[config.mk]
export PLATFORM = sky130hd
export DESIGN_NAME = cpu_clock_source_switch
export DESIGN_NICKNAME = d
export VERILOG_FILES = /design/src/clk_switch_pkg.sv /design/src/clk_mux_sync.sv /design/src/cpu_clock_source_switch.sv
export SDC_FILE = /design/constraint.sdc
export NUM_CORES = 1
export LEC_CHECK = 0
export CORE_MARGIN = 2
export CORE_UTILIZATION = 49
export CTS_CLUSTER_DIAMETER = 50
export DETAILED_ROUTE_END_ITERATION = 8
export DONT_BUFFER_PORTS = 1
export GPL_ROUTABILITY_DRIVEN = 0
export GPL_TIMING_DRIVEN = 0
export PLACE_DENSITY_LB_ADDON = 0.12
export SLEW_MARGIN = 40
export SYNTH_ARGS = -nofsm -noshare
export SYNTH_HDL_FRONTEND = slang
export SYNTH_SLANG_ARGS = --single-unit
[constraint.sdc]
create_clock -name clk -period 1.9 [get_ports clk]
set_input_delay 0.38 -clock clk [delete_from_list [all_inputs] [get_ports clk]]
set_output_delay 0.38 -clock clk [all_outputs]
set_load 0.01 [all_outputs]
[src/clk_switch_pkg.sv]
// Register offsets, field positions, reset values, switch gap and clock source codes of the CPU clock switch.
package clk_switch_pkg;
  localparam int ADDR_W = 4;
  localparam logic [3:0] OFF_CLOCK_OP_MODE = 4'h0;
  localparam logic [3:0] OFF_MAIN_OSC_CTRL = 4'h1;
  localparam logic [3:0] OFF_MAIN_CLK_MODE = 4'h2;
  localparam logic [3:0] OFF_PROC_CLK_CTRL = 4'h3;
  localparam logic [3:0] OFF_INT_OSC_MODE = 4'h4;
  localparam logic [3:0] OFF_OSC_STAB = 4'h5;
  localparam logic [3:0] OFF_CPU_STATUS = 4'h6;
  localparam logic [3:0] OFF_HALT_CMD = 4'h7;
  // Clock operation mode select register fields.
  localparam int BIT_EXT_MAIN_EN = 7;
  localparam int BIT_MAIN_OSC_SEL = 6;
  localparam int BIT_EXT_SUB_EN = 5;
  localparam int BIT_SUB_OSC_SEL = 4;
  localparam int BIT_RANGE_HIGH = 0;
  // Main oscillator control register field.
  localparam int BIT_MAIN_STOP = 7;
  // Main clock mode register fields.
  localparam int BIT_HS_SRC_SEL = 2;
  localparam int BIT_MAIN_SYS_SEL = 0;
  // Processor clock control register fields.
  localparam int BIT_XT_START = 6;
  localparam int BIT_CPU_SUB_SEL = 4;
  // Internal oscillation mode register fields.
  localparam int BIT_INT_STABLE = 7;
  localparam int BIT_INT_STOP = 0;
  localparam logic [7:0] RESET_MAIN_OSC_CTRL = 8'h80;
  localparam logic [7:0] RESET_ZERO = 8'h00;
  // Switch pause while the mux is dark, in cycles, spent once before and once after the source change.
  localparam int SWITCH_GAP_CYCLES = 2;
  typedef enum logic [1:0] {SRC_INT, SRC_HIGH, SRC_SUB} clk_src_t;
endpackage

[src/clk_mux_sync.sv]
`timescale 1ns/1ps
// Glitch-free source hand-over: stops the old source, waits, then starts the new one.
module clk_mux_sync #(
  parameter int GAP = clk_switch_pkg::SWITCH_GAP_CYCLES
) (
  input wire logic clk,
  input wire logic reset_n,
  input wire clk_switch_pkg::clk_src_t want_src,
  input wire logic want_ready,
  output clk_switch_pkg::clk_src_t cur_src,
  output logic gate_on
);
  typedef enum logic [1:0] {ST_RUN, ST_DARK, ST_WAKE} mux_state_t;
  mux_state_t state_reg;
  // The target is latched when the switch starts, so a select that moves during the dark
  // gap cannot pull in a source that was never found ready.
  clk_switch_pkg::clk_src_t target_reg;
  logic [3:0] gap_reg;
  wire change_req = (want_src != cur_src) && want_ready;
  wire gap_done = (gap_reg == 4'(GAP - 1));

  // The gate drops before the source moves, so no shortened pulse reaches the CPU.
  always_ff @(posedge clk) begin
    if (!reset_n) begin
      state_reg <= ST_RUN;
      cur_src <= clk_switch_pkg::SRC_INT;
      target_reg <= clk_switch_pkg::SRC_INT;
      gate_on <= 1'b1;
      gap_reg <= 4'h0;
    end else begin
      case (state_reg)
        ST_RUN: begin
          if (change_req) begin
            gate_on <= 1'b0;
            target_reg <= want_src;
            gap_reg <= 4'h0;
            state_reg <= ST_DARK;
          end
        end
        ST_DARK: begin
          if (gap_done) begin
            cur_src <= target_reg;
            gap_reg <= 4'h0;
            state_reg <= ST_WAKE;
          end else begin
            gap_reg <= gap_reg + 4'h1;
          end
        end
        ST_WAKE: begin
          if (gap_done) begin
            gate_on <= 1'b1;
            state_reg <= ST_RUN;
          end else begin
            gap_reg <= gap_reg + 4'h1;
          end
        end
        default: state_reg <= ST_RUN;
      endcase
    end
  end
endmodule // clk_mux_sync

[src/cpu_clock_source_switch.sv]
`timescale 1ns/1ps
// CPU clock source selection registers, write-once flags, halt state and source mux control.
module cpu_clock_source_switch (
  input wire logic clk,
  input wire logic reset_n,
  input wire logic [clk_switch_pkg::ADDR_W-1:0] addr,
  input wire logic [7:0] wdata,
  input wire logic wr,
  input wire logic rd,
  output logic [7:0] rdata,
  input wire logic int_osc_ready,
  input wire logic main_osc_ready,
  input wire logic sub_osc_ready,
  input wire logic [7:0] osc_stab_status,
  input wire logic wake_event,
  output logic main_osc_enable,
  output logic sub_osc_enable,
  output logic int_osc_enable,
  output logic range_high,
  output logic ext_main_input,
  output logic ext_sub_input,
  output logic [1:0] cpu_clk_source,
  output logic cpu_clk_gate,
  output logic cpu_halted
);
  logic [7:0] clock_op_mode_select_reg;
  logic [7:0] main_osc_control_reg;
  logic [7:0] main_clock_mode_reg;
  logic [7:0] processor_clock_ctrl_reg;
  logic [7:0] internal_osc_mode_reg;
  logic range_locked_reg;
  logic hs_locked_reg;
  logic halt_reg;
  logic [7:0] rdata_next;
  clk_switch_pkg::clk_src_t mux_src;
  logic mux_gate;

  function automatic logic hit(input logic [clk_switch_pkg::ADDR_W-1:0] a,
                               input logic [3:0] off);
    hit = (a == off);
  endfunction

  wire wr_mode = wr && hit(addr, clk_switch_pkg::OFF_CLOCK_OP_MODE);
  wire wr_moc = wr && hit(addr, clk_switch_pkg::OFF_MAIN_OSC_CTRL);
  wire wr_mcm = wr && hit(addr, clk_switch_pkg::OFF_MAIN_CLK_MODE);
  wire wr_pcc = wr && hit(addr, clk_switch_pkg::OFF_PROC_CLK_CTRL);
  wire wr_rcm = wr && hit(addr, clk_switch_pkg::OFF_INT_OSC_MODE);
  wire wr_halt = wr && hit(addr, clk_switch_pkg::OFF_HALT_CMD);

  wire range_old = clock_op_mode_select_reg[clk_switch_pkg::BIT_RANGE_HIGH];
  wire range_new = wdata[clk_switch_pkg::BIT_RANGE_HIGH];
  // A changed value consumes the single allowed change; rewriting the same value does not.
  wire range_next = (wr_mode && !range_locked_reg) ? range_new : range_old;
  wire range_used = wr_mode && !range_locked_reg && (range_new != range_old);
  wire hs_old = main_clock_mode_reg[clk_switch_pkg::BIT_HS_SRC_SEL];
  wire hs_new = wdata[clk_switch_pkg::BIT_HS_SRC_SEL];
  wire hs_next = (wr_mcm && !hs_locked_reg) ? hs_new : hs_old;
  wire hs_used = wr_mcm && !hs_locked_reg && (hs_new != hs_old);

  wire main_on = !main_osc_control_reg[clk_switch_pkg::BIT_MAIN_STOP] &&
                 clock_op_mode_select_reg[clk_switch_pkg::BIT_MAIN_OSC_SEL];
  wire sub_xt_on = processor_clock_ctrl_reg[clk_switch_pkg::BIT_XT_START] ||
                   clock_op_mode_select_reg[clk_switch_pkg::BIT_SUB_OSC_SEL];
  wire int_on = !internal_osc_mode_reg[clk_switch_pkg::BIT_INT_STOP];
  wire sub_sel = processor_clock_ctrl_reg[clk_switch_pkg::BIT_CPU_SUB_SEL];
  wire main_sel = main_clock_mode_reg[clk_switch_pkg::BIT_MAIN_SYS_SEL] && hs_old;
  wire ext_main = clock_op_mode_select_reg[clk_switch_pkg::BIT_EXT_MAIN_EN];
  wire ext_sub = clock_op_mode_select_reg[clk_switch_pkg::BIT_EXT_SUB_EN];

  // Subsystem select outranks the main select, which outranks the internal oscillator.
  wire clk_switch_pkg::clk_src_t want_src = sub_sel ? clk_switch_pkg::SRC_SUB :
                                           main_sel ? clk_switch_pkg::SRC_HIGH :
                                           clk_switch_pkg::SRC_INT;
  // An external input counts as ready once enabled; a crystal must report stable.
  wire want_ready = (want_src == clk_switch_pkg::SRC_SUB) ?
                      (sub_xt_on && (ext_sub || sub_osc_ready)) :
                    (want_src == clk_switch_pkg::SRC_HIGH) ?
                      (main_on && (ext_main || main_osc_ready)) :
                      (int_on && int_osc_ready);

  wire int_stable = int_on && int_osc_ready;
  wire [7:0] status_word = {6'h00, 2'(mux_src)};

  // Unmapped offsets and the write-only halt command read as zero.
  assign rdata_next =
    hit(addr, clk_switch_pkg::OFF_CLOCK_OP_MODE) ? clock_op_mode_select_reg :
    hit(addr, clk_switch_pkg::OFF_MAIN_OSC_CTRL) ? main_osc_control_reg :
    hit(addr, clk_switch_pkg::OFF_MAIN_CLK_MODE) ? main_clock_mode_reg :
    hit(addr, clk_switch_pkg::OFF_PROC_CLK_CTRL) ? processor_clock_ctrl_reg :
    hit(addr, clk_switch_pkg::OFF_INT_OSC_MODE) ?
      {int_stable, internal_osc_mode_reg[6:0]} :
    hit(addr, clk_switch_pkg::OFF_OSC_STAB) ? osc_stab_status :
    hit(addr, clk_switch_pkg::OFF_CPU_STATUS) ? status_word :
    8'h00;

  // The mux control owns the dark gap; this block only says where to go and whether it is safe.
  clk_mux_sync #(
    .GAP(clk_switch_pkg::SWITCH_GAP_CYCLES)
  ) u_mux (
    .clk(clk),
    .reset_n(reset_n),
    .want_src(want_src),
    .want_ready(want_ready),
    .cur_src(mux_src),
    .gate_on(mux_gate)
  );

  // Each register has its own short process so that a write strobe touches one place only.
  always_ff @(posedge clk) begin
    if (!reset_n) begin
      clock_op_mode_select_reg <= clk_switch_pkg::RESET_ZERO;
    end else if (wr_mode) begin
      clock_op_mode_select_reg <= {wdata[7:4], 3'h0, range_next};
    end
  end

  always_ff @(posedge clk) begin
    if (!reset_n) begin
      main_osc_control_reg <= clk_switch_pkg::RESET_MAIN_OSC_CTRL;
    end else if (wr_moc) begin
      main_osc_control_reg <= {wdata[clk_switch_pkg::BIT_MAIN_STOP], 7'h00};
    end
  end

  always_ff @(posedge clk) begin
    if (!reset_n) begin
      main_clock_mode_reg <= clk_switch_pkg::RESET_ZERO;
    end else if (wr_mcm) begin
      main_clock_mode_reg <= {5'h00, hs_next, 1'b0,
                              wdata[clk_switch_pkg::BIT_MAIN_SYS_SEL]};
    end
  end

  always_ff @(posedge clk) begin
    if (!reset_n) begin
      processor_clock_ctrl_reg <= clk_switch_pkg::RESET_ZERO;
    end else if (wr_pcc) begin
      processor_clock_ctrl_reg <= {1'b0, wdata[clk_switch_pkg::BIT_XT_START], 1'b0,
                                   wdata[clk_switch_pkg::BIT_CPU_SUB_SEL], 4'h0};
    end
  end

  // The internal oscillator may not be stopped while it is the running or chosen source; such a write is dropped.
  wire int_stop_refused = (mux_src == clk_switch_pkg::SRC_INT || want_src == clk_switch_pkg::SRC_INT) &&
                          wdata[clk_switch_pkg::BIT_INT_STOP];
  always_ff @(posedge clk) begin
    if (!reset_n) begin
      internal_osc_mode_reg <= clk_switch_pkg::RESET_ZERO;
    end else if (wr_rcm && !int_stop_refused) begin
      internal_osc_mode_reg <= {7'h00, wdata[clk_switch_pkg::BIT_INT_STOP]};
    end
  end

  // The locks are cleared only by reset, so a second change waits for the next reset.
  always_ff @(posedge clk) begin
    if (!reset_n) begin
      range_locked_reg <= 1'b0;
    end else if (range_used) begin
      range_locked_reg <= 1'b1;
    end
  end

  always_ff @(posedge clk) begin
    if (!reset_n) begin
      hs_locked_reg <= 1'b0;
    end else if (hs_used) begin
      hs_locked_reg <= 1'b1;
    end
  end

  // Halt freezes the CPU clock on the current source; the wake event resumes it.
  always_ff @(posedge clk) begin
    if (!reset_n) begin
      halt_reg <= 1'b0;
    end else if (wake_event) begin
      halt_reg <= 1'b0;
    end else if (wr_halt) begin
      halt_reg <= 1'b1;
    end
  end

  // Outputs are flops so the oscillator and clock-tree controls never see decode glitches.
  always_ff @(posedge clk) begin
    if (!reset_n) begin
      rdata <= 8'h00;
      main_osc_enable <= 1'b0;
      sub_osc_enable <= 1'b0;
      int_osc_enable <= 1'b1;
      range_high <= 1'b0;
      ext_main_input <= 1'b0;
      ext_sub_input <= 1'b0;
      cpu_clk_source <= 2'(clk_switch_pkg::SRC_INT);
      cpu_clk_gate <= 1'b1;
      cpu_halted <= 1'b0;
    end else begin
      rdata <= rd ? rdata_next : 8'h00;
      main_osc_enable <= main_on;
      sub_osc_enable <= sub_xt_on;
      int_osc_enable <= int_on;
      range_high <= range_old;
      ext_main_input <= ext_main;
      ext_sub_input <= ext_sub;
      cpu_clk_source <= 2'(mux_src);
      cpu_clk_gate <= mux_gate && !halt_reg;
      cpu_halted <= halt_reg;
    end
  end
endmodule // cpu_clock_source_switch

==> results.md, run 1 <==
* Status: complete, no violations
* Final setup margin at 0.147 ns
* Seq pwr share at 55.1%
* Tcrit/Tclk final at 92.3%
* Clock sinks at between 40 and 50
* Post-Syn Nets at 247
* Rows at 23
* Crit path launch: u_mux.gap_reg[1]$_SDFFE_PN0P_
* Dpl hpwl at roughly 3200 um
* Clock slew at reported path FFs at roughly 0.090 ns
* Most used cell, CP: a21oi_1
* Asr flop ratio synth at 0%
* Post-Syn Area at 0.00201 mm2
* Largest net degree at the start of global routing at 14
* Post-synth top area share at 42.9%
* Tightest Pin Transition at 0.541 ns
* DRT iter0 DRCs at 110
* # IOs at 46
* Final hold violations at 0
* Nets at 254
* DIE AREA at 0.00462 mm2
* Largest cells by area after synthesis: dfxtp_1 (43%), mux2i_1 (6.0%), nor2_1 (4.7%)
* Setup Fix Bufs, Post-CTS at 0
* CP delay by family, top: compound AO/OA/AOI/OAI gates
* # resized after CTS at 0
* Fmax at roughly 570 MHz
* Initial antenna violation count at 0
* VDD IR max at 0.402 mV
* H-tree levels at 2
* Top FF cell, synth: dfxtp_1
* Critical path, cell by cell: inv_1 -> ha_1 -> or3b_2 -> a21oi_1 -> o21ai_0 -> a21oi_1 -> o32ai_2
* First-pass GRT wire length at 6960 um
* Chip Width at slightly below 70 um
* Pins Over Slew Limit at 0
* Critical-path top delay cell: or3b_2
* Combinational share of power at 10.4%
* CP required at 2.09 ns
* Critical path fanouts, max at 3
* WP buf/inv at 1
* Remaining Overflow, GRT at 0
* DRT antenna net count at 0
* Register-to-Register Setup Slack at 0.15 ns
* Leakage at 0.818 nW
* Share of layout cells above drive strength 1 at 14.0%
* Hold slack at 0.149 ns
* Router iterations before antenna repair at 4
* Worst Path Arrival at 1.94 ns
* Sequential-to-total area share from yosys stat at roughly 43%
* Min cycle time layout at 1.75 ns
* Post-route DRC violation count at 0
* Multi-input gate area at 0.00109 mm2
* Vias per inst at roughly 5.7
* Synth cell types at 50
* Setup crit end kind: flop
* CTS tree: done
* Post-CTS Hold Fix Bufs at 0
* Worst path max stage delay at 0.46 ns
* Max reg flops at 8
* Die height at approximately 68 um
* Non-Filler Instances at 271
* Clock root cell: clkbuf_8
* Min-delay src: wake_event
* Synthesis-to-layout area growth at 7.36%
* Fill count at 380
* Pre-CTS setup slack at about 0.18 ns
* Ys Warns at 0
* CTS buffer count at 5
* Input/output buffers at 0
* GRT Overall Usage at between 20% and 30%
* HP Class: input port to flop
* Via count at about 1,500
* Net Sw Frac at 26.2%
* Reg2reg start: u_mux.gap_reg[1]$_SDFFE_PN0P_
* RSZ-0062 raised after global routing: false
* Vias in the first global route at 1,517
* Area leader, netlist: dfxtp_1
* Synth Instances at 213
* Power Dens Cells at ~770 mW/mm2
* Initial Utilization at 50.5%
* Post-synth EDFFs at 0
* # setup viols final at 0
* Core Region at 0.00397 mm2
* Clk pwr share at 34.5%
* Cell Count Post-Placement at between 200 and 300
* FF+latch area at roughly 860 um2
* Clk_skew at between 0.007 and 0.008 ns
* Ant diodes at 0
* Internal power at 1.23 mW
* Max-Cap Viols at 0
* Clock Latency Late Sink at 0.30 ns
* TNS Setup at 0 ns
* Seq cells post-synth at 43
* Sw power at about 440 uW
* Crit Path Category: flop to flop
* Startpoint Class: flop
* Tot Pwr at 1.67 mW
* Rel. slew slack at between 60% and 70%
* Syn Area/Cell at 9.42 um2
* Clk buf depth at 2
* WL/cell at 16.0 um
* Total routed wirelength at ~4300 um
power groups by stage:
stage,Combinational (mW),Clock (mW),Sequential [mW]
4_1_cts,0.173,0.583,0.920
5_1_grt,0.191,0.619,0.921
3_5_place_dp,0.172,0,0.941
6_report,0.173,0.575,0.920
3_3_place_gp,0.167,0,0.941
2_1_floorplan,0.138,0,0.939
path summary, 6_finish.rpt:
kind | depth (start not counted) | endpoint
max reg2reg | 7 | u_mux.gap_reg[2]$_SDFFE_PN0P_
max | 7 | u_mux.gap_reg[2]$_SDFFE_PN0P_
min reg2reg | 1 | int_osc_enable$_SDFF_PN1_
min | 1 | halt_reg$_SDFFE_PP0P_
synthesized netlist by cell type, types with 2 or more instances:
cell type  number
dfxtp_1        43
nor2_1         25
nand2_1        20
a21oi_1        15
mux2i_1        12
inv_1           7
nand3_1         7
a31oi_1         6
and2_1          6
ha_1            6
nor2b_1         5
o21ai_0         5
and3_1          4
clkbuf_1        4
a22oi_1         3
nor4_1          3
o32ai_2         3
buf_2           2
nand2b_1        2
nor3_1          2
nor3b_2         2
o22ai_1         2
xor2_1          2
cells in the final DEF, fill, tap and decap left out, types with 6 or more instances in the layout:
master   instances
nand3_1          7
inv_1            7
nor2_1          25
ha_1             6
a31oi_1          6
nand2_1         20
mux2i_1         12
a21oi_1         15
dfxtp_1         43
and2_1           6
per-stage QoR:
step           utilization [%]  cell area [um2]
2_1_floorplan                -             2010
3_3_place_gp              52.1             2070
3_5_place_dp              52.1             2070
4_1_cts                   54.3             2150
5_1_grt                   54.3             2150
6_report                  54.3             2150
metal layers:
layer / track usage, % / vias up / part of all wire [%]
met5: 0 / - / 0
met4: 6.25 / 0 / 1.1
met3: 7.07 / 9 / 6.4
met2: 35.0 / 44 / 49
met1: 23.9 / 721 / 43
li1: - / 770 / -
final cells by class:
class                      instances  share of cell area (%)
clock inverter                     2                   0.581
sequential                        43                    40.0
buffer                             8                    1.57
multi-input combinational        155                    50.4
clock buffer                       6                    3.37
tap                               50                    2.90
inverter                           7                    1.22
worst reg2reg max path, delay by kind of cell (launching register included):
| kind | cells | cell delay (ns) |
|---|---|---|
| flops | 1 | 0.33 |
| compound gates | 4 | 0.59 |
| fa+ha+maj | 1 | 0.17 |
| buf+inv | 1 | 0.09 |
| simple gates | 1 | 0.46 |
logic make-up (layout without fill, tap and decap cells):
| family | Yosys count | count (layout) | synth area share, % |
|---|---|---|---|
| muxes | 13 | 13 | 7.11 |
| adders and majority gates | 6 | 6 | 3.74 |
| AOI/OAI and AO/OA | 44 | 44 | 17.4 |
| buffers and inverters | 15 | 23 | 2.99 |
| and+or+nand+nor | 90 | 90 | 25.0 |
| xor gates and xnor gates | 2 | 2 | 0.873 |
| DFF | 43 | 43 | 42.9 |
Power figures use the tool's default switching activity.
==> inputs of run 2 (changes only) <==
--- a/config.mk
+++ b/config.mk
@@ -5,8 +5,9 @@
 export SDC_FILE = /design/constraint.sdc
 export NUM_CORES = 1
 export LEC_CHECK = 0
+export ABC_AREA = 1
 export CORE_MARGIN = 2
-export CORE_UTILIZATION = 49
+export CORE_UTILIZATION = 35
 export CTS_CLUSTER_DIAMETER = 50
 export DETAILED_ROUTE_END_ITERATION = 8
 export DONT_BUFFER_PORTS = 1
==> results.md, run 2 <==
* Leakage at 0.857 nW (was 0.818 nW)
* Max-Cap Viols at 0 (unchanged)
* Worst Path Arrival at 1.68 ns (was 1.94 ns)
* Top FF cell, synth: dfxtp_1 (unchanged)
* DIE AREA at 0.00617 mm2 (was 0.00462 mm2)
* Critical-path top delay cell: dfxtp_1 (was or3b_2)
* Initial antenna violation count at 0 (unchanged)
* Most used cell, CP: nand2_1 (was a21oi_1)
* VDD IR max at 0.281 mV (was 0.402 mV)
* Critical path fanouts, max at 7 (was 3)
* Synth Instances at 265 (was 213)
* Setup Fix Bufs, Post-CTS at 0 (unchanged)
* Asr flop ratio synth at 0% (unchanged)
* Vias in the first global route at 1,583 (was 1,517)
* Synthesis-to-layout area growth at 9.46% (was 7.36%)
* Min cycle time layout at 1.51 ns (was 1.75 ns)
* Chip Width at 78.5 um (was 68 um)
* Worst path max stage delay at 0.37 ns (was 0.46 ns)
* Clk buf depth at 2 (unchanged)
* CTS buffer count at 5 (unchanged)
* CP delay by family, top: simple AND/OR/NAND/NOR gates (was compound AO/OA/AOI/OAI gates)
* Sequential-to-total area share from yosys stat at 44.3% (was 42.9%)
* HP Class: input port to flop (unchanged)
* # setup viols final at 0 (unchanged)
* Pre-CTS setup slack at 0.354 ns (was 0.177 ns)
* Clock root cell: clkbuf_8 (unchanged)
* Most frequent cells in the layout: nand2_1 (58), dfxtp_1 (43), inv_1 (40), a21oi_1 (26), nor2_1 (20) (was dfxtp_1 (43), nor2_1 (25), nand2_1 (20), a21oi_1 (15), mux2i_1 (12))
* Seq cells post-synth at 43 (unchanged)
* Post-Syn Area at 0.00194 mm2 (was 0.00201 mm2)
* DRT iter0 DRCs at 59 (was 110)
* CP required at 2.07 ns (was 2.09 ns)
* DR top layer: met4 (unchanged)
* Setup crit end kind: flop (unchanged)
* Synth cell types at 30 (was 50)
* Met1 WL at 2220 um (was 1880 um)
* First-pass GRT wire length at 7530 um (was 6960 um)
* Clock Latency Late Sink at 0.30 ns (about the same)
* # resized after CTS at 0 (unchanged)
* Via count at 1,665 (was 1,544)
* Wire length on met2 at 2070 um (was 2130 um)
* Status: complete, no violations (unchanged)
* Clk_skew at 0.00786 ns (was 0.00753 ns)
* Post-synth EDFFs at 0 (unchanged)
* Post-synth top cells: nand2_1 (58), dfxtp_1 (43), inv_1 (40), a21oi_1 (26), nor2_1 (20) (was dfxtp_1 (43), nor2_1 (25), nand2_1 (20), a21oi_1 (15), mux2i_1 (12))
* Syn Area/Cell at 7.34 um2 (was 9.42 um2)
* Area leader, netlist: dfxtp_1 (unchanged)
* Router iterations before antenna repair at 8 (was 4)
* Rel. slew slack at 62.8% (was 64.0%)
* Nets at 306 (was 254)
* Critical path, cell by cell: inv_1 -> ha_1 -> o21ai_0 -> nand2_1 -> nand2_1 -> nand2_1 -> nand2_1 -> nor2_1 (was inv_1 -> ha_1 -> or3b_2 -> a21oi_1 -> o21ai_0 -> a21oi_1 -> o32ai_2)
* Top-count cell post-synth: nand2_1 (was dfxtp_1)
* Core Region at 0.00544 mm2 (was 0.00397 mm2)
* Tightest Pin Transition at 0.558 ns (was 0.541 ns)
* Pins Over Slew Limit at 0 (unchanged)
* Largest net degree at the start of global routing at 16 (was 14)
* Ant diodes at 0 (unchanged)
* Fill count at 575 (was 380)
* Met3 WL at 211 um (was 278 um)
* Dpl hpwl at 3550 um (was 3240 um)
* WP buf/inv at 1 (unchanged)
* Post-synth top area share at 44.3% (was 42.9%)
* Crit Path Category: flop to flop (unchanged)
* Final hold violations at 0 (unchanged)
* TNS Setup at 0 ns (unchanged)
* Clock sinks at 43 (unchanged)
* H-tree levels at 2 (unchanged)
* GRT Overall Usage at 15.8% (was 20.4%)
* RSZ-0062 raised after global routing: false (unchanged)
* Input/output buffers at 0 (unchanged)
* Largest cells by area after synthesis: dfxtp_1 (44%), nand2_1 (11%), inv_1 (7.7%) (was dfxtp_1 (43%), mux2i_1 (6.0%), nor2_1 (4.7%))
* Power Dens Cells at 835 mW/mm2 (was 774 mW/mm2)
* Share of layout cells above drive strength 1 at 8.42% (was 14.0%)
* Most common cell after layout, fill and taps aside: nand2_1 (was dfxtp_1)
* # IOs at 46 (unchanged)
* Tcrit/Tclk final at 79.5% (was 92.3%)
* Rows at 27 (was 23)
* Remaining Overflow, GRT at 0 (unchanged)
* DRT antenna net count at 0 (unchanged)
* Final setup margin at 0.390 ns (was 0.147 ns)
* Post-Syn Nets at 299 (was 247)
* Initial Utilization at 35.7% (was 50.5%)
* Clock slew at reported path FFs at 0.09 ns (about the same)
* Die height at 78.5 um (was 68 um)
* CTS tree: done (unchanged)
* Vias per inst at 4.83 (was 5.70)
* Fmax at 662 MHz (was 571 MHz)
* Max reg flops at 8 (unchanged)
* Post-CTS Hold Fix Bufs at 0 (unchanged)
* Startpoint Class: flop (unchanged)
* Total routed wirelength at 4570 um (was 4340 um)
* WL/cell at 13.2 um (was 16.0 um)
* Ys Warns at 0 (unchanged)
* Post-route DRC violation count at 0 (unchanged)
-- run 2: cell types whose count changed after synthesis, sizes merged, moves of 5 or more --
cell	previous run	this run
nand2	21	62
nor2b	5	0
and2	8	0
inv	7	42
a31oi	7	1
nand3	7	20
o21ai	6	17
and3	5	0
mux2i	12	0
a21oi	15	29
-- run 2: cell families after synthesis --
logic type	count (synthesis)	share of synthesized area, %
simple gates	112	25.2
compound gates	54	15.6
buf+inv	46	9.27
fa+ha+maj	6	3.86
flops	43	44.3
xor+xnor	4	1.80
-- run 2: worst paths after layout --
kind              cells past startpoint                            end                             startpoint  slack, ns
hold reg to reg                       1      int_osc_enable$_SDFF_PN1_  internal_osc_mode_reg[0]$_SDFFE_PN0P_       0.42
setup / recovery                      8  u_mux.gap_reg[1]$_SDFFE_PN0P_        u_mux.state_reg[1]$_SDFFE_PN0P_       0.39
hold / removal                        1          halt_reg$_SDFFE_PP0P_                             wake_event       0.15
setup reg to reg                      8  u_mux.gap_reg[1]$_SDFFE_PN0P_        u_mux.state_reg[1]$_SDFFE_PN0P_       0.39
-- run 2: layout make-up --
type	count	area, um2	area share [%]
Multi-Input combinational cell	176	903	42.4
Sequential cell	43	861	40.4
Inverter	42	158	7.41
Tap cell	72	90.1	4.23
Clock buffer	5	68.8	3.23
Clock inverter	3	25.0	1.18
Buffer	4	22.5	1.06
-- run 2: metal layers --
layer | track usage, % | vias up
met5 | 0 | -
met4 | 5.61 | 0
met1 | 19.1 | 742
met3 | 4.94 | 7
met2 | 26.2 | 50
li1 | - | 866
-- run 2: per-stage QoR --
step	power, mW	utilization (%)	cell area (um2)	hold slack [ns]	cells
2_1_floorplan	1.15	-	1940	0.371	265
3_3_place_gp	1.20	37.4	2030	0.418	337
3_5_place_dp	1.20	37.4	2030	0.409	337
4_1_cts	1.81	39.1	2130	0.136	345
5_1_grt	1.90	39.1	2130	0.132	345
6_report	1.78	39.1	2130	0.146	345
-- run 2: report_power, final --
part	total (mW)	internal, mW	leakage, nW	switching [mW]
logic	0.207	0.0704	0.465	0.137
registers	0.968	0.936	0.347	0.0318
clock network	0.602	0.263	0.0443	0.339
total	1.78	1.27	0.857	0.508
==> inputs of run 3 (changes only) <==
==> constraint.sdc (replaced) <==
create_clock -name clk -period 1.2 [get_ports clk]
set_input_delay 0.24 -clock clk [delete_from_list [all_inputs] [get_ports clk]]
set_output_delay 0.24 -clock clk [all_outputs]
set_load 0.01 [all_outputs]
==> results.md, run 3 (synthesis results as in run 2) <==
* Max-Cap Viols at 0 (unchanged)
* Most common cell after layout, fill and taps aside: nand2_1 (unchanged)
* DRT iter0 DRCs at 73 (was 59)
* Crit Path Category: flop to flop (unchanged)
* Critical path fanouts, max at 6 (was 7)
* Min cycle time layout at 1.31 ns (was 1.51 ns)
* Clk buf depth at 2 (unchanged)
* Nets at 322 (was 306)
* Initial antenna violation count at 0 (unchanged)
* Core Region at 0.00544 mm2 (unchanged)
* Share of layout cells above drive strength 1 at 31.8% (was 8.42%)
* CP required at 1.36 ns (was 2.07 ns)
* Final setup margin at -0.105 ns (was 0.390 ns)
* Clock sinks at 43 (unchanged)
* Via count at 1,730 (was 1,665)
* Startpoint Class: flop (unchanged)
* VDD IR max at 0.552 mV (was 0.281 mV)
* Router iterations before antenna repair at 4 (was 8)
* # setup viols final at 8 (was 0)
* Clock Latency Late Sink at 0.30 ns (about the same)
* HP Class: input port to flop (unchanged)
* WL/cell at 13.5 um (was 13.2 um)
* Dpl hpwl at 3540 um (was 3550 um)
* Worst Path Arrival at 1.47 ns (was 1.68 ns)
* Pins Over Slew Limit at 0 (unchanged)
* H-tree levels at 2 (unchanged)
* Most frequent cells in the layout: nand2_1 (46), inv_1 (30), dfxtp_1 (29), a21oi_1 (22), nor2_1 (18) (was nand2_1 (58), dfxtp_1 (43), inv_1 (40), a21oi_1 (26), nor2_1 (20))
* CTS buffer count at 5 (unchanged)
* Vias in the first global route at 1,713 (was 1,583)
* Power Dens Cells at 1280 mW/mm2 (was 835 mW/mm2)
* Rel. slew slack at 56.8% (was 62.8%)
* Worst path max stage delay at 0.39 ns (was 0.37 ns)
* RSZ-0062 raised after global routing: true (was false)
* CTS tree: done (unchanged)
* Rows at 27 (unchanged)
* Final Core Density at 45.7% (was 39.1%)
* Final hold violations at 0 (unchanged)
* Most used cell, CP: nand2_1 (unchanged)
* CP delay by family, top: flip-flops (was simple AND/OR/NAND/NOR gates)
* TNS Setup at -0.631 ns (was 0 ns)
* Clock root cell: clkbuf_8 (unchanged)
* DIE AREA at 0.00617 mm2 (unchanged)
* Failing checks: setup timing
* First-pass GRT wire length at 8330 um (was 7530 um)
* Non-Filler Instances at 361 (was 345)
* Hold slack at 0.0625 ns (was 0.146 ns)
* Die height at 78.5 um (unchanged)
* Clock slew at reported path FFs at 0.09 ns (about the same)
* Post-route DRC violation count at 0 (unchanged)
* Ant diodes at 0 (unchanged)
* Largest net degree at the start of global routing at 15 (was 16)
* Status: finished with violations (was complete, no violations)
* Max reg flops at 8 (unchanged)
* Vias per inst at 4.79 (was 4.83)
* Fill count at 564 (was 575)
* WP buf/inv at 1 (unchanged)
* Critical path, cell by cell: inv_4 -> ha_4 -> o21ai_2 -> nand2_4 -> nand2_2 -> nand2_1 -> nand2_1 -> nor2_1 (was inv_1 -> ha_1 -> o21ai_0 -> nand2_1 -> nand2_1 -> nand2_1 -> nand2_1 -> nor2_1)
* Setup crit end kind: flop (unchanged)
* Critical-path top delay cell: dfxtp_4 (was dfxtp_1)
* Total routed wirelength at 4870 um (was 4570 um)
* Chip Width at 78.5 um (unchanged)
* Tcrit/Tclk final at 109% (was 79.5%)
* Clk_skew at 0.00806 ns (was 0.00786 ns)
* Tightest Pin Transition at 0.648 ns (was 0.558 ns)
* Cell Count Post-Placement at 337 (unchanged)
* # IOs at 46 (unchanged)
* GRT Overall Usage at 17.4% (was 15.8%)
* Leakage at 0.985 nW (was 0.857 nW)
* Remaining Overflow, GRT at 0 (unchanged)
* Synthesis-to-layout area growth at 27.9% (was 9.46%)
* Input/output buffers at 0 (unchanged)
* DRT antenna net count at 0 (unchanged)
* Fmax at 766 MHz (was 662 MHz)
* Initial Utilization at 35.7% (unchanged)
## run 3: cell count changes in the layout (fill, tap and decap cells not counted), moves of 6 or more
cell,delta
buf_4,+14
dfxtp_1,-14
dfxtp_2,+8
dfxtp_4,+6
inv_1,-10
inv_2,+7
nand2_1,-12
nand2_2,+10
## run 3: per-layer routing
layer	track usage (%)	routed length (um)
met5	0	0
met4	4.74	61
met3	4.94	202
met2	31.0	2410
met1	20.4	2210
## run 3: metrics by stage
stage / area, um2 / total power, mW / worst slack (ns)
after CTS: 2430 / 3.16 / -0.126
after floorplan: 1980 / 1.84 / 0.0109
after global placement: 2070 / 1.92 / -0.207
after global routing: 2490 / 3.34 / -0.234
after detailed placement: 2070 / 1.92 / -0.200
final: 2490 / 3.17 / -0.105
## run 3: final cells by class
class,instances,area (um2),share of cell area (%)
buffer,4,22.5,0.905
clock buffer,5,68.8,2.77
tap,72,90.1,3.62
sequential,43,893,35.9
multi-input combinational,176,1070,43.2
inverter,42,168,6.74
timing repair buffer,16,126,5.08
clock inverter,3,43.8,1.76
## run 3: report_power, final
part,total [mW],internal [mW],switching (mW)
logic,0.478,0.196,0.282
clock network,1.16,0.620,0.539
registers,1.54,1.48,0.0582
## run 3: what timing repair did
item | 4_1_cts | 5_1_grt
endpoints found under the setup margin | 11 | 12
setup buffers | 12 | 2
hold buffers | 1 | 0
hold endpoints to repair | 1 | 0
gates resized for setup | 49 | 15
gates cloned | 1 | 0
pin swaps | 16 | 5
## run 3: final timing paths
| kind | slack, ns | startpoint | endpoint | cells past startpoint |
|---|---|---|---|---|
| max | -0.11 | u_mux.state_reg[0]$_SDFFE_PN0P_ | u_mux.gap_reg[1]$_SDFFE_PN0P_ | 8 |
| min | 0.06 | osc_stab_status[3] | rdata[3]$_SDFF_PP0_ | 2 |
| max reg2reg | -0.11 | u_mux.state_reg[0]$_SDFFE_PN0P_ | u_mux.gap_reg[1]$_SDFFE_PN0P_ | 8 |
| min reg2reg | 0.41 | internal_osc_mode_reg[0]$_SDFFE_PN0P_ | int_osc_enable$_SDFF_PN1_ | 1 |
